--- src/smx_pkg.sv ---
// shared constants and types for the max-address command handler and its host
package smx_pkg;
    // ==========================================================
    // command and subcommand codes
    localparam logic [7:0] SMX_CMD_SET_MAX     = 8'hF9;
    localparam logic [7:0] SMX_CMD_READ_NATIVE = 8'hF8;
    localparam logic [7:0] SMX_CMD_SET_MAX_EXT = 8'h37;
    localparam logic [7:0] SMX_CMD_IDENTIFY    = 8'hEC;
    localparam logic [7:0] SMX_CMD_IDENT_DMA   = 8'hEE;
    localparam logic [7:0] SMX_CMD_READ_SECT   = 8'h20;
    localparam logic [7:0] SMX_CMD_WRITE_SECT  = 8'h30;
    localparam logic [7:0] SMX_SUB_PASSWORD    = 8'h01;
    localparam logic [7:0] SMX_SUB_LOCK        = 8'h02;
    localparam logic [7:0] SMX_SUB_UNLOCK      = 8'h03;
    localparam logic [7:0] SMX_SUB_FREEZE      = 8'h04;
    // ==========================================================
    // field positions
    localparam int SMX_PERSIST_BIT = 0;   // sector count bit 0
    localparam int SMX_MODE_BIT    = 6;   // device field, L
    localparam int SMX_ABORT_BIT   = 2;   // error register
    localparam int SMX_ERR_BIT     = 0;   // status register
    localparam int SMX_RDY_BIT     = 6;   // status register
    // ==========================================================
    // capacity and default geometry
    localparam logic [47:0] SMX_LBA28_MAX   = 48'h0000_0FFF_FFFF;
    localparam logic [27:0] SMX_CHS_BLOCK   = 28'h00003F0;   // 16 heads * 63 sectors
    localparam logic [7:0]  SMX_CHS_SECTORS = 8'h3F;         // 63
    localparam logic [3:0]  SMX_CHS_MAXHEAD = 4'hF;          // 15
    // ==========================================================
    // host register byte offsets
    localparam logic [7:0] SMX_REG_FEATURE = 8'h00;
    localparam logic [7:0] SMX_REG_SECTCNT = 8'h04;
    localparam logic [7:0] SMX_REG_LBA_LO  = 8'h08;
    localparam logic [7:0] SMX_REG_LBA_MID = 8'h0C;
    localparam logic [7:0] SMX_REG_LBA_HI  = 8'h10;
    localparam logic [7:0] SMX_REG_DEVICE  = 8'h14;
    localparam logic [7:0] SMX_REG_COMMAND = 8'h18;
    localparam logic [7:0] SMX_REG_STATUS  = 8'h1C;
    localparam logic [7:0] SMX_REG_RESULT  = 8'h20;
    localparam logic [7:0] SMX_REG_CTRL    = 8'h24;
    // ==========================================================
    // host status bits and reset values
    localparam int SMX_HST_BUSY  = 0;
    localparam int SMX_HST_DONE  = 1;
    localparam int SMX_HST_ABORT = 2;
    localparam logic [31:0] SMX_RST_WORD = 32'h0000_0000;
    localparam logic [7:0]  SMX_RST_BYTE = 8'h00;

    // one task-file set
    typedef struct packed {
        logic [7:0] feature;
        logic [7:0] sect_cnt;
        logic [7:0] lba_lo;
        logic [7:0] lba_mid;
        logic [7:0] lba_hi;
        logic [7:0] device;
        logic [7:0] command;
    } smx_taskfile_t;
endpackage

--- src/smx_if.sv ---
// task-file link between host controller and device command handler
`timescale 1ns/1ps
interface smx_if;
    import smx_pkg::*;
    smx_taskfile_t tf;          // host to device, valid with cmd_valid
    logic          cmd_valid;   // one-cycle command strobe
    logic          busy;        // device cannot take a command
    logic          done;        // one-cycle completion pulse
    logic [7:0]    status;
    logic [7:0]    error;
    logic [7:0]    ret_lba_lo;
    logic [7:0]    ret_lba_mid;
    logic [7:0]    ret_lba_hi;
    logic [7:0]    ret_device;

    modport host (output tf, cmd_valid,
                  input  busy, done, status, error, ret_lba_lo, ret_lba_mid, ret_lba_hi, ret_device);
    modport dev  (input  tf, cmd_valid,
                  output busy, done, status, error, ret_lba_lo, ret_lba_mid, ret_lba_hi, ret_device);
endinterface

--- src/smx_dev.sv ---
// device-side command handler for the 28-bit set-max-address command
//
// The strobed register port and the register offsets are this design's own decisions.
`timescale 1ns/1ps
module smx_dev (
    input  wire logic         mclk_in,
    input  wire logic         reset_n_in,
    smx_if.dev                link,
    input  wire logic [47:0]  native_max_in,    // native capacity, last lba
    input  wire logic [47:0]  nv_max_in,        // persisted max, read at start
    input  wire logic         hpa_ext_in,       // protected area set by ext command
    input  wire logic         sec_locked_in,
    input  wire logic         sec_frozen_in,
    output logic [47:0]       max_lba_out,
    output logic [31:0]       id_w61_60_out,
    output logic [47:0]       id_w103_100_out,
    output logic              nv_write_out,     // pulse: persist max_lba_out
    output logic              sub_valid_out,    // pulse: security subcommand
    output logic [7:0]        sub_code_out
);
    import smx_pkg::*;

    // ==========================================================
    // state
    logic        loaded_ff;
    logic        prev_native_ff;
    logic [47:0] max_ff;
    logic [31:0] w61_ff;
    logic [47:0] w103_ff;
    logic        done_ff;
    logic        abort_ff;
    logic [7:0]  r_lo_ff, r_mid_ff, r_hi_ff, r_dev_ff;
    logic        nv_wr_ff;
    logic        sub_v_ff;
    logic [7:0]  sub_c_ff;

    // ==========================================================
    // decode of the presented command
    logic        take;
    logic        is_set;
    logic        is_native;
    logic        is_access;
    logic        lba_mode;
    logic [27:0] req_lba;
    logic [15:0] req_cyl;
    logic [27:0] chs_lba;
    logic [47:0] req_max;
    logic        sub_ok;
    logic        set_abort;
    logic        restore;

    assign take      = link.cmd_valid && loaded_ff;
    assign is_set    = link.tf.command == SMX_CMD_SET_MAX;
    assign is_native = link.tf.command == SMX_CMD_READ_NATIVE;
    assign is_access = (link.tf.command == SMX_CMD_READ_SECT) || (link.tf.command == SMX_CMD_WRITE_SECT);
    assign lba_mode  = link.tf.device[SMX_MODE_BIT];
    assign req_lba   = {link.tf.device[3:0], link.tf.lba_hi, link.tf.lba_mid, link.tf.lba_lo};
    assign req_cyl   = {link.tf.lba_hi, link.tf.lba_mid};
    // chs limit uses default heads and sectors, so the last sector of the cylinder
    assign chs_lba   = 28'((({12'h000, req_cyl} + 28'h0000001) * SMX_CHS_BLOCK) - 28'h0000001);
    assign req_max   = lba_mode ? {20'h00000, req_lba} : {20'h00000, chs_lba};
    assign restore   = lba_mode && (native_max_in > SMX_LBA28_MAX) && (req_max == SMX_LBA28_MAX);
    assign sub_ok    = (link.tf.feature >= SMX_SUB_PASSWORD) && (link.tf.feature <= SMX_SUB_FREEZE);
    // locked/frozen, extended protected area and over-capacity requests all abort
    assign set_abort = sec_locked_in || sec_frozen_in
                    || hpa_ext_in
                    || (!restore && (req_max > native_max_in));

    // no queueing: every command finishes in the cycle after it is taken
    assign link.busy = !loaded_ff;

    // ==========================================================
    // start-up load of the persisted maximum, one edge after reset release
    always_ff @(posedge mclk_in or negedge reset_n_in) begin
        if (!reset_n_in) begin
            loaded_ff <= 1'b0;
        end else begin
            loaded_ff <= 1'b1;
        end
    end

    // ==========================================================
    // preceding-command tracker
    always_ff @(posedge mclk_in or negedge reset_n_in) begin
        if (!reset_n_in) begin
            prev_native_ff <= 1'b0;
        end else if (take) begin
            prev_native_ff <= is_native;
        end
    end

    // ==========================================================
    // current maximum and identify capacity words
    always_ff @(posedge mclk_in or negedge reset_n_in) begin
        if (!reset_n_in) begin
            max_ff  <= 48'h0000_0000_0000;
            w61_ff  <= SMX_RST_WORD;
            w103_ff <= 48'h0000_0000_0000;
        end else if (!loaded_ff) begin
            // volatile limits vanish here; only the persisted copy comes back
            max_ff  <= nv_max_in;
            w61_ff  <= (nv_max_in > SMX_LBA28_MAX) ? SMX_LBA28_MAX[31:0] : nv_max_in[31:0];
            w103_ff <= nv_max_in;
        end else if (take && is_set && prev_native_ff && !set_abort) begin
            if (restore) begin
                max_ff  <= native_max_in;
                w61_ff  <= SMX_LBA28_MAX[31:0];
                w103_ff <= native_max_in;
            end else begin
                max_ff  <= req_max;
                w61_ff  <= req_max[31:0];
                w103_ff <= req_max;
            end
        end
    end

    // ==========================================================
    // completion, abort and returned fields
    always_ff @(posedge mclk_in or negedge reset_n_in) begin
        if (!reset_n_in) begin
            done_ff  <= 1'b0;
            abort_ff <= 1'b0;
            r_lo_ff  <= SMX_RST_BYTE;
            r_mid_ff <= SMX_RST_BYTE;
            r_hi_ff  <= SMX_RST_BYTE;
            r_dev_ff <= SMX_RST_BYTE;
        end else begin
            done_ff <= take;
            if (take) begin
                abort_ff <= 1'b0;
                r_lo_ff  <= link.tf.lba_lo;
                r_mid_ff <= link.tf.lba_mid;
                r_hi_ff  <= link.tf.lba_hi;
                r_dev_ff <= link.tf.device;
                if (is_native) begin
                    // report native limit clipped to what 28 bits can carry
                    r_lo_ff  <= (native_max_in > SMX_LBA28_MAX) ? 8'hFF : native_max_in[7:0];
                    r_mid_ff <= (native_max_in > SMX_LBA28_MAX) ? 8'hFF : native_max_in[15:8];
                    r_hi_ff  <= (native_max_in > SMX_LBA28_MAX) ? 8'hFF : native_max_in[23:16];
                    r_dev_ff <= {link.tf.device[7:4],
                                 (native_max_in > SMX_LBA28_MAX) ? 4'hF : native_max_in[27:24]};
                end else if (is_set && !prev_native_ff) begin
                    abort_ff <= !sub_ok;
                end else if (is_set) begin
                    abort_ff <= set_abort;
                    if (lba_mode) begin
                        r_lo_ff  <= restore ? 8'hFF : req_max[7:0];
                        r_mid_ff <= restore ? 8'hFF : req_max[15:8];
                        r_hi_ff  <= restore ? 8'hFF : req_max[23:16];
                        r_dev_ff <= {link.tf.device[7:4], restore ? 4'hF : req_max[27:24]};
                    end else begin
                        r_lo_ff  <= SMX_CHS_SECTORS;
                        r_mid_ff <= req_cyl[7:0];
                        r_hi_ff  <= req_cyl[15:8];
                        r_dev_ff <= {link.tf.device[7:4], SMX_CHS_MAXHEAD};
                    end
                end else if (is_access) begin
                    abort_ff <= {20'h00000, req_lba} > max_ff;
                end
            end
        end
    end

    // ==========================================================
    // persist request and subcommand forwarding
    always_ff @(posedge mclk_in or negedge reset_n_in) begin
        if (!reset_n_in) begin
            nv_wr_ff <= 1'b0;
            sub_v_ff <= 1'b0;
            sub_c_ff <= SMX_RST_BYTE;
        end else begin
            nv_wr_ff <= take && is_set && prev_native_ff && !set_abort
                        && link.tf.sect_cnt[SMX_PERSIST_BIT];
            sub_v_ff <= take && is_set && !prev_native_ff && sub_ok;
            if (take && is_set && !prev_native_ff) begin
                sub_c_ff <= link.tf.feature;
            end
        end
    end

    // ==========================================================
    // outputs
    assign link.done        = done_ff;
    assign link.status      = {1'b0, 1'b1, 5'b00000, abort_ff};
    assign link.error       = {5'b00000, abort_ff, 2'b00};
    assign link.ret_lba_lo  = r_lo_ff;
    assign link.ret_lba_mid = r_mid_ff;
    assign link.ret_lba_hi  = r_hi_ff;
    assign link.ret_device  = r_dev_ff;
    assign max_lba_out      = max_ff;
    assign id_w61_60_out    = w61_ff;
    assign id_w103_100_out  = w103_ff;
    assign nv_write_out     = nv_wr_ff;
    assign sub_valid_out    = sub_v_ff;
    assign sub_code_out     = sub_c_ff;

endmodule // smx_dev

--- src/flat_wrapper.sv ---
// flat-port wrapper written by rule: the top's interface ports become plain ports
module smx_dev_flat import smx_pkg::*;
  (mclk_in, reset_n_in, native_max_in, nv_max_in, hpa_ext_in, sec_locked_in, sec_frozen_in, max_lba_out, id_w61_60_out, id_w103_100_out, nv_write_out, sub_valid_out, sub_code_out, link_tf, link_cmd_valid, link_busy, link_done, link_status, link_error, link_ret_lba_lo, link_ret_lba_mid, link_ret_lba_hi, link_ret_device);
  smx_if link_i ();
  input  wire logic mclk_in;
  input  wire logic reset_n_in;
  input  wire logic [47:0] native_max_in;
  input  wire logic [47:0] nv_max_in;
  input  wire logic hpa_ext_in;
  input  wire logic sec_locked_in;
  input  wire logic sec_frozen_in;
  output logic [47:0] max_lba_out;
  output logic [31:0] id_w61_60_out;
  output logic [47:0] id_w103_100_out;
  output logic nv_write_out;
  output logic sub_valid_out;
  output logic [7:0] sub_code_out;
  input wire logic [$bits(link_i.tf)-1:0] link_tf;
  input wire logic [$bits(link_i.cmd_valid)-1:0] link_cmd_valid;
  output wire logic [$bits(link_i.busy)-1:0] link_busy;
  output wire logic [$bits(link_i.done)-1:0] link_done;
  output wire logic [$bits(link_i.status)-1:0] link_status;
  output wire logic [$bits(link_i.error)-1:0] link_error;
  output wire logic [$bits(link_i.ret_lba_lo)-1:0] link_ret_lba_lo;
  output wire logic [$bits(link_i.ret_lba_mid)-1:0] link_ret_lba_mid;
  output wire logic [$bits(link_i.ret_lba_hi)-1:0] link_ret_lba_hi;
  output wire logic [$bits(link_i.ret_device)-1:0] link_ret_device;
  assign link_i.tf = link_tf;
  assign link_i.cmd_valid = link_cmd_valid;
  assign link_busy = link_i.busy;
  assign link_done = link_i.done;
  assign link_status = link_i.status;
  assign link_error = link_i.error;
  assign link_ret_lba_lo = link_i.ret_lba_lo;
  assign link_ret_lba_mid = link_i.ret_lba_mid;
  assign link_ret_lba_hi = link_i.ret_lba_hi;
  assign link_ret_device = link_i.ret_device;
  smx_dev u_core (.mclk_in(mclk_in), .reset_n_in(reset_n_in), .link(link_i), .native_max_in(native_max_in), .nv_max_in(nv_max_in), .hpa_ext_in(hpa_ext_in), .sec_locked_in(sec_locked_in), .sec_frozen_in(sec_frozen_in), .max_lba_out(max_lba_out), .id_w61_60_out(id_w61_60_out), .id_w103_100_out(id_w103_100_out), .nv_write_out(nv_write_out), .sub_valid_out(sub_valid_out), .sub_code_out(sub_code_out));
endmodule
--- config.mk ---
export PLATFORM = sky130hd
export DESIGN_NAME = smx_dev_flat
export DESIGN_NICKNAME = d
export VERILOG_FILES = /design/src/smx_pkg.sv /design/src/smx_if.sv /design/src/smx_dev.sv /design/src/flat_wrapper.sv
export SDC_FILE = /design/constraint.sdc
export NUM_CORES = 1
export LEC_CHECK = 0
export BUFFER_PORTS_ARGS = -buffer_cell sky130_fd_sc_hd__buf_4
export CAP_MARGIN = 20
export CORE_UTILIZATION = 25
export CTS_CLUSTER_SIZE = 40
export DETAILED_ROUTE_END_ITERATION = 12
export GPL_TIMING_DRIVEN = 0
export PLACE_DENSITY_LB_ADDON = 0.3
export SYNTH_ARGS = -nofsm -noshare
export SYNTH_HDL_FRONTEND = slang
export SYNTH_SLANG_ARGS = --single-unit
--- constraint.sdc ---
create_clock -name mclk_in -period 2.7 [get_ports mclk_in]
set_input_delay 0.135 -clock mclk_in [delete_from_list [all_inputs] [get_ports mclk_in]]
set_output_delay 0.135 -clock mclk_in [all_outputs]
set_load 0.005 [all_outputs]
## Word-level counts from Yosys, hierarchy flattened

Index checks and enable logic that the tools add are counted.

- Register bits after elaboration: 126
- Input port bits: 158
- Output and inout bits: 188
- Logic and storage cells: 85

- Add/subtract/negate cells: 2
- $mul: 1
- Magnitude comparators: 6
- Equality and inequality tests: 6
- Mux-type cells: 36
- Reductions and logical operators: 21

Operator list:

| cell | number |
|---|---|
| $mux W48 | 3 |
| $mux W8 | 18 |
| $mux W32 | 4 |
| $gt A48 B28 Y1 const B | 2 |
| $eq A48 B28 Y1 const B | 1 |
| $gt A28 B48 Y1 | 1 |
| $gt A48 B48 Y1 | 1 |
| $mul A28 B6 Y24 const B | 1 |
| $mux W28 | 1 |
| $mux W7 | 4 |
| $sub A28 B1 Y28 const B | 1 |
| $add A16 B1 Y17 const B | 1 |
| $eq A8 B6 Y1 const B | 2 |
| $eq A8 B8 Y1 const B | 2 |
| $logic_and A1 B1 Y1 | 12 |
| $ge A8 B1 Y1 const B | 1 |
| $le A8 B3 Y1 const B | 1 |
| $mux W4 | 2 |
| $logic_not A1 Y1 | 5 |
| $logic_or A1 B1 Y1 | 4 |
| $mux W1 | 4 |
| $ne A2 B2 Y1 const B | 1 |

## Logic depth before layout (Yosys ltp)

- Word-level depth: 13
- Mapped depth: 36
- Mapped depth without buffers: 32

## Worst setup path before layout

No wires, ideal clock.

- Kind: input port to flip-flop
- From: input link_tf[30]
- To: register u_core.max_ff[26] (netlist: u_core.max_lba_out[26])
- Setup time: 0.126 ns
- Arrival: 7.964 ns
- Path slack: -5.391 ns
- Cell stages on the path: 33
- Path buffers: 5
- Cell sequence: clkbuf_1 nand2_1 nor3_1 nand2_1 nor3_1 xor2_1 inv_1 fa_1 fa_1 fa_1 inv_1 ha_1 clkbuf_1 inv_1 or3_1 o221a_1 a211oi_4 o211ai_4 nor4_4 mux2_1 or2_2 buf_2 ha_1 a21o_1 a21oi_1 nand3_1 a211o_1 o31ai_1 clkbuf_1 clkbuf_1 o2bb2ai_1 nor4_1 nor2_1

- Word-level cells in the longest chain between the ends: 12
- Elaborated cells between the ends (all ways): 16
- Classes of those cells: add/sub: 2; mul: 1; order compare: 1; eq/ne: 2; mux: 4; reduce/logical: 6

Ends and longest elaborated chain:

| element | line | text |
|---|---|---|
| from (decl) | flat_wrapper.sv:18 | `input wire logic [$bits(link_i.tf)-1:0] link_tf;` |
| $add A16 B1 Y17 | smx_dev.sv:60 | `assign chs_lba = 28'((({12'h000, req_cyl} + 28'h0000001) * SMX_CHS_BLOCK) - 28'h0000001);` |
| $mul A28 B6 Y24 | smx_dev.sv:60 |  |
| $sub A28 B1 Y28 | smx_dev.sv:60 |  |
| $mux W28 * | smx_dev.sv:61 | `assign req_max = lba_mode ? {20'h00000, req_lba} : {20'h00000, chs_lba};` |
| parallel branches: the longest is 8 deep, another holds $gt A48 B48 Y1 | -- |  |
| to (signal assigned) | smx_dev.sv:101 | `max_ff <= nv_max_in;` |
| to (signal assigned) | smx_dev.sv:106 | `max_ff <= native_max_in;` |
| to (signal assigned) | smx_dev.sv:110 | `max_ff <= req_max;` |
| to (decl) | smx_dev.sv:27 | `logic [47:0] max_ff;` |

Every way passes the cells marked *. The select of a mux whose other input is x is not followed.
A chain may end at the register's enable or synchronous reset.

## Final worst setup path

- From: input link_tf[17]
- To: register u_core.max_ff[13] (netlist: u_core.max_lba_out[13])

Same word-level chain as after synthesis.

==> metrics.txt <==
Total Neg Setup Slack -365.49 ns; die area 0.0496 sq mm; master cell of the clock root buffer clkbuf_16; worst-case clock skew 0.0101 ns; largest stage delay on the critical path approximately 0.56 ns; number of enable flip-flop cells after synthesis 0; Worst Path Arrival about 7.6 ns; global router's overall resource usage around a quarter; CTS HTree Levels 4; Area growth, synth to finish 64.0%; maximum number of pins on one net before global-route repair between 60 and 70; IR Drop Worst-Case VDD roughly 0.00057 V; number of setup violations in the final report a little over 80; part of the cycle the worst path needs 268%; number of global-route vias before repair roughly 14,000; Die Width 223 microns; maximum root-to-sink buffer count 2; proportion of register bits with asynchronous set or reset after synthesis 100%; fraction of the yosys area taken by sequential cells between 20% and 30%; DRC viols 0; number of placed instances, taps included approximately 2,400; Final Max Slew Viols 0; top-area cell type share of the netlist area 25.9%; worst-path cell with the longest stage delay fa_1; number of max-capacitance violations reported 0; grt ovf 0; distinct cell type count of the synthesized netlist 86; leading cell types by count after synthesis 144 x nand2_1, 126 x dfrtp_1, 116 x inv_1, 98 x nor2_1, 92 x a21oi_1; power per unit of standard cell area 811 mW/mm^2; startpoint of the most critical hold path native_max_in[2]; final critical-path required period approximately 7.2 ns; via density per instance between 5 and 6; warning count from the yosys run 0; Tightest Hold Check Type input pin to flop; worst max-slew margin expressed relative to the limit 21.9%; worst min-delay path endpoint u_core.link.ret_lba_lo[2]; unrepaired setup endpoints after global routing yes; Layout Nets 2,316; Post-DP Area 0.0160 sq mm; Routed Wire Length roughly 63,000 microns; cell taking the most area after synthesis dfrtp_1; Sink Count 126; top post-synthesis cells by area dfrtp_1 26%, ha_1 9.1%, fa_1 7.4%; number of antenna violations at the first check in global routing 7; clock latency of the later-clocked register in the worst-skew pair about 0.44 ns; start of the worst register-to-register path u_core.prev_native_ff; Starting Density around a quarter; worst slew pin tran around 1.2 ns; final-layout fill cell count roughly 4,700; CTS tree done; worst-path maximum fanout 7; cell count after synthesis approximately 1,500; family with the most delay on the worst path compound AO/OA/AOI/OAI gates; Die H between 200 and 250 microns; Hold Path Cell Cnt 3; Finished Layout Cells ~2,700; hold violation count in the final report 0; first-pass GRT wire length a little over 90,000 microns; fraction of final layout cells with drive strength greater than 1 a little over two fifths; number of core rows 80; destination of the worst register-to-register timing path u_core.max_lba_out[13]; number of routed nets with antenna violations 0; cell area after layout roughly 0.020 sq mm; worst reg2reg path depth 10; First DRT Iteration DRCs between 1,000 and 1,500; syn_area_per_cell 8.34 sq um; outcome finished with violations; wire length per cell after detailed routing 23.8 microns; count of boundary I/O pins roughly 350; Detailed Place HPWL 48,700 microns; worst reg-to-reg setup slack -0.13 ns; crit path buf inv count 10; static leakage power between 8 and 9 nW; I/O Buffers about 320; placeable core region about 0.048 sq mm; most common cell in the synthesized netlist nand2_1; cell with the most instances on the worst path a21o_1; Worst EP required 3.01 ns; Placement Setup Slack -6.22 ns; start-to-end type of the worst setup path input pin to flop; final setup slack of the worst path -4.55 ns; violated checks setup timing; total of flip-flops plus latches after synthesis between 100 and 150; Max Clock Freq around 140 MHz; via count of the routed design around 14,000; gp weighted congestion roughly 0.92; clock-pin slew of the registers on the worst-case setup and hold paths approximately 0.06 ns; netlist area before placement about 0.012 sq mm; clock buffers created by TritonCTS 17; endpoint kind of the worst setup timing path flop; crit start category input pin; number of iterations in the first detailed-routing pass 8; most instantiated flip-flop cell in the synthesis netlist dfrtp_1
==> area by class of cell <==
cell class                      count  area, sq um  area share [%]
Antenna cell                        2         5.00          0.0251
Tap cell                          615          769            3.85
Buffer                            133         1090            5.45
Sequential cell                   126         3150            15.8
Clock inverter                     10          163           0.815
Multi-Input combinational cell   1092         9320            46.7
Timing Repair Buffer              538         4580            23.0
Inverter                          116          439            2.20
Clock buffer                       21          450            2.26
==> power breakdown <==
part	switching [mW]	internal (mW)	leakage (nW)
logic	6.23	5.25	7.20
registers	0.173	2.03	1.46
clock network	0.950	1.56	0.294
total	7.35	8.84	8.95
==> metrics by stage <==
step	power (mW)	hold WS, ns	utilization (%)
after floorplan	8.24	-0.161	-
after global placement	10.6	0.329	33.3
after detailed placement	10.7	0.220	33.4
after CTS	15.1	0.00420	39.4
after global routing	17.2	0.0206	41.7
final	16.2	0.0253	41.7
==> logic make-up after synthesis <==
logic type	count (synthesis)	synth area share, %
flip-flops	126	25.9
AO/OA/AOI/OAI	373	21.5
other	2	0.0617
adder cells (fa/ha/maj)	134	16.5
XOR/XNOR	37	2.66
buffers and inverters	255	10.2
AND/OR/NAND/NOR	517	21.6
multiplexers	16	1.45
==> worst max-delay path by stage <==
stage | endpoint | startpoint | slack (ns) | depth (start not counted)
global route | u_core.max_lba_out[19] | link_tf[24] | -4.75 | 36
global placement | u_core.max_lba_out[12] | link_tf[25] | -6.26 | 29
detailed placement | u_core.max_lba_out[12] | link_tf[25] | -6.22 | 29
CTS | u_core.max_lba_out[18] | link_tf[17] | -4.54 | 34
finish | u_core.max_lba_out[13] | link_tf[17] | -4.55 | 35
floorplan | u_core.max_lba_out[26] | link_tf[31] | -4.61 | 34
==> flip-flops by register name, indices dropped and copies added, names as in the netlist <==
name                     count
u_core.link.ret_device       8
u_core.link.done             1
u_core.sub_code_out          8
u_core.nv_write_out          1
u_core.max_lba_out          48
u_core.loaded_ff             1
u_core.sub_valid_out         1
u_core.link.ret_lba_lo       8
u_core.id_w61_60_out        32
u_core.abort_ff              1
u_core.prev_native_ff        1
u_core.link.ret_lba_mid      8
u_core.link.ret_lba_hi       8
==> what timing repair did <==
| item | CTS | global route |
|---|---|---|
| endpoints found under the hold margin | 131 | 0 |
| gates resized for setup | 179 | 141 |
| pin swaps | 92 | 109 |
| cloned | 5 | 5 |
| hold buffers | 79 | 0 |
| setup buffers | 73 | 50 |
| endpoints found under the setup margin | 86 | 84 |
==> worst reg2reg max path, delay by kind of cell (launching register included) <==
kind	cells	cell delay, ns
flip-flops	1	0.42
buffers and inverters	2	0.33
AO/OA/AOI/OAI	4	0.90
AND/OR/NAND/NOR	4	1.05
==> routing by layer <==
metal / vias up / GRT usage [%] / wire, microns
met5: - / 0 / 74
met4: 12 / 11.3 / 2810
met3: 136 / 5.69 / 4560
met2: 626 / 43.4 / 31300
met1: 6898 / 28.6 / 24500
li1: 6331 / - / -
==> layout by cell type, fill, tap and decap left out, types with 47 or more instances in the layout <==
master,n
a21oi_2,47
dlygate4sd3_1,79
nand2_1,104
buf_4,482
nor3_1,56
a21oi_1,49
inv_1,107
dfrtp_1,126
nor2_1,91
ha_1,74
Note: power is estimated with default switching activity, not from simulation.
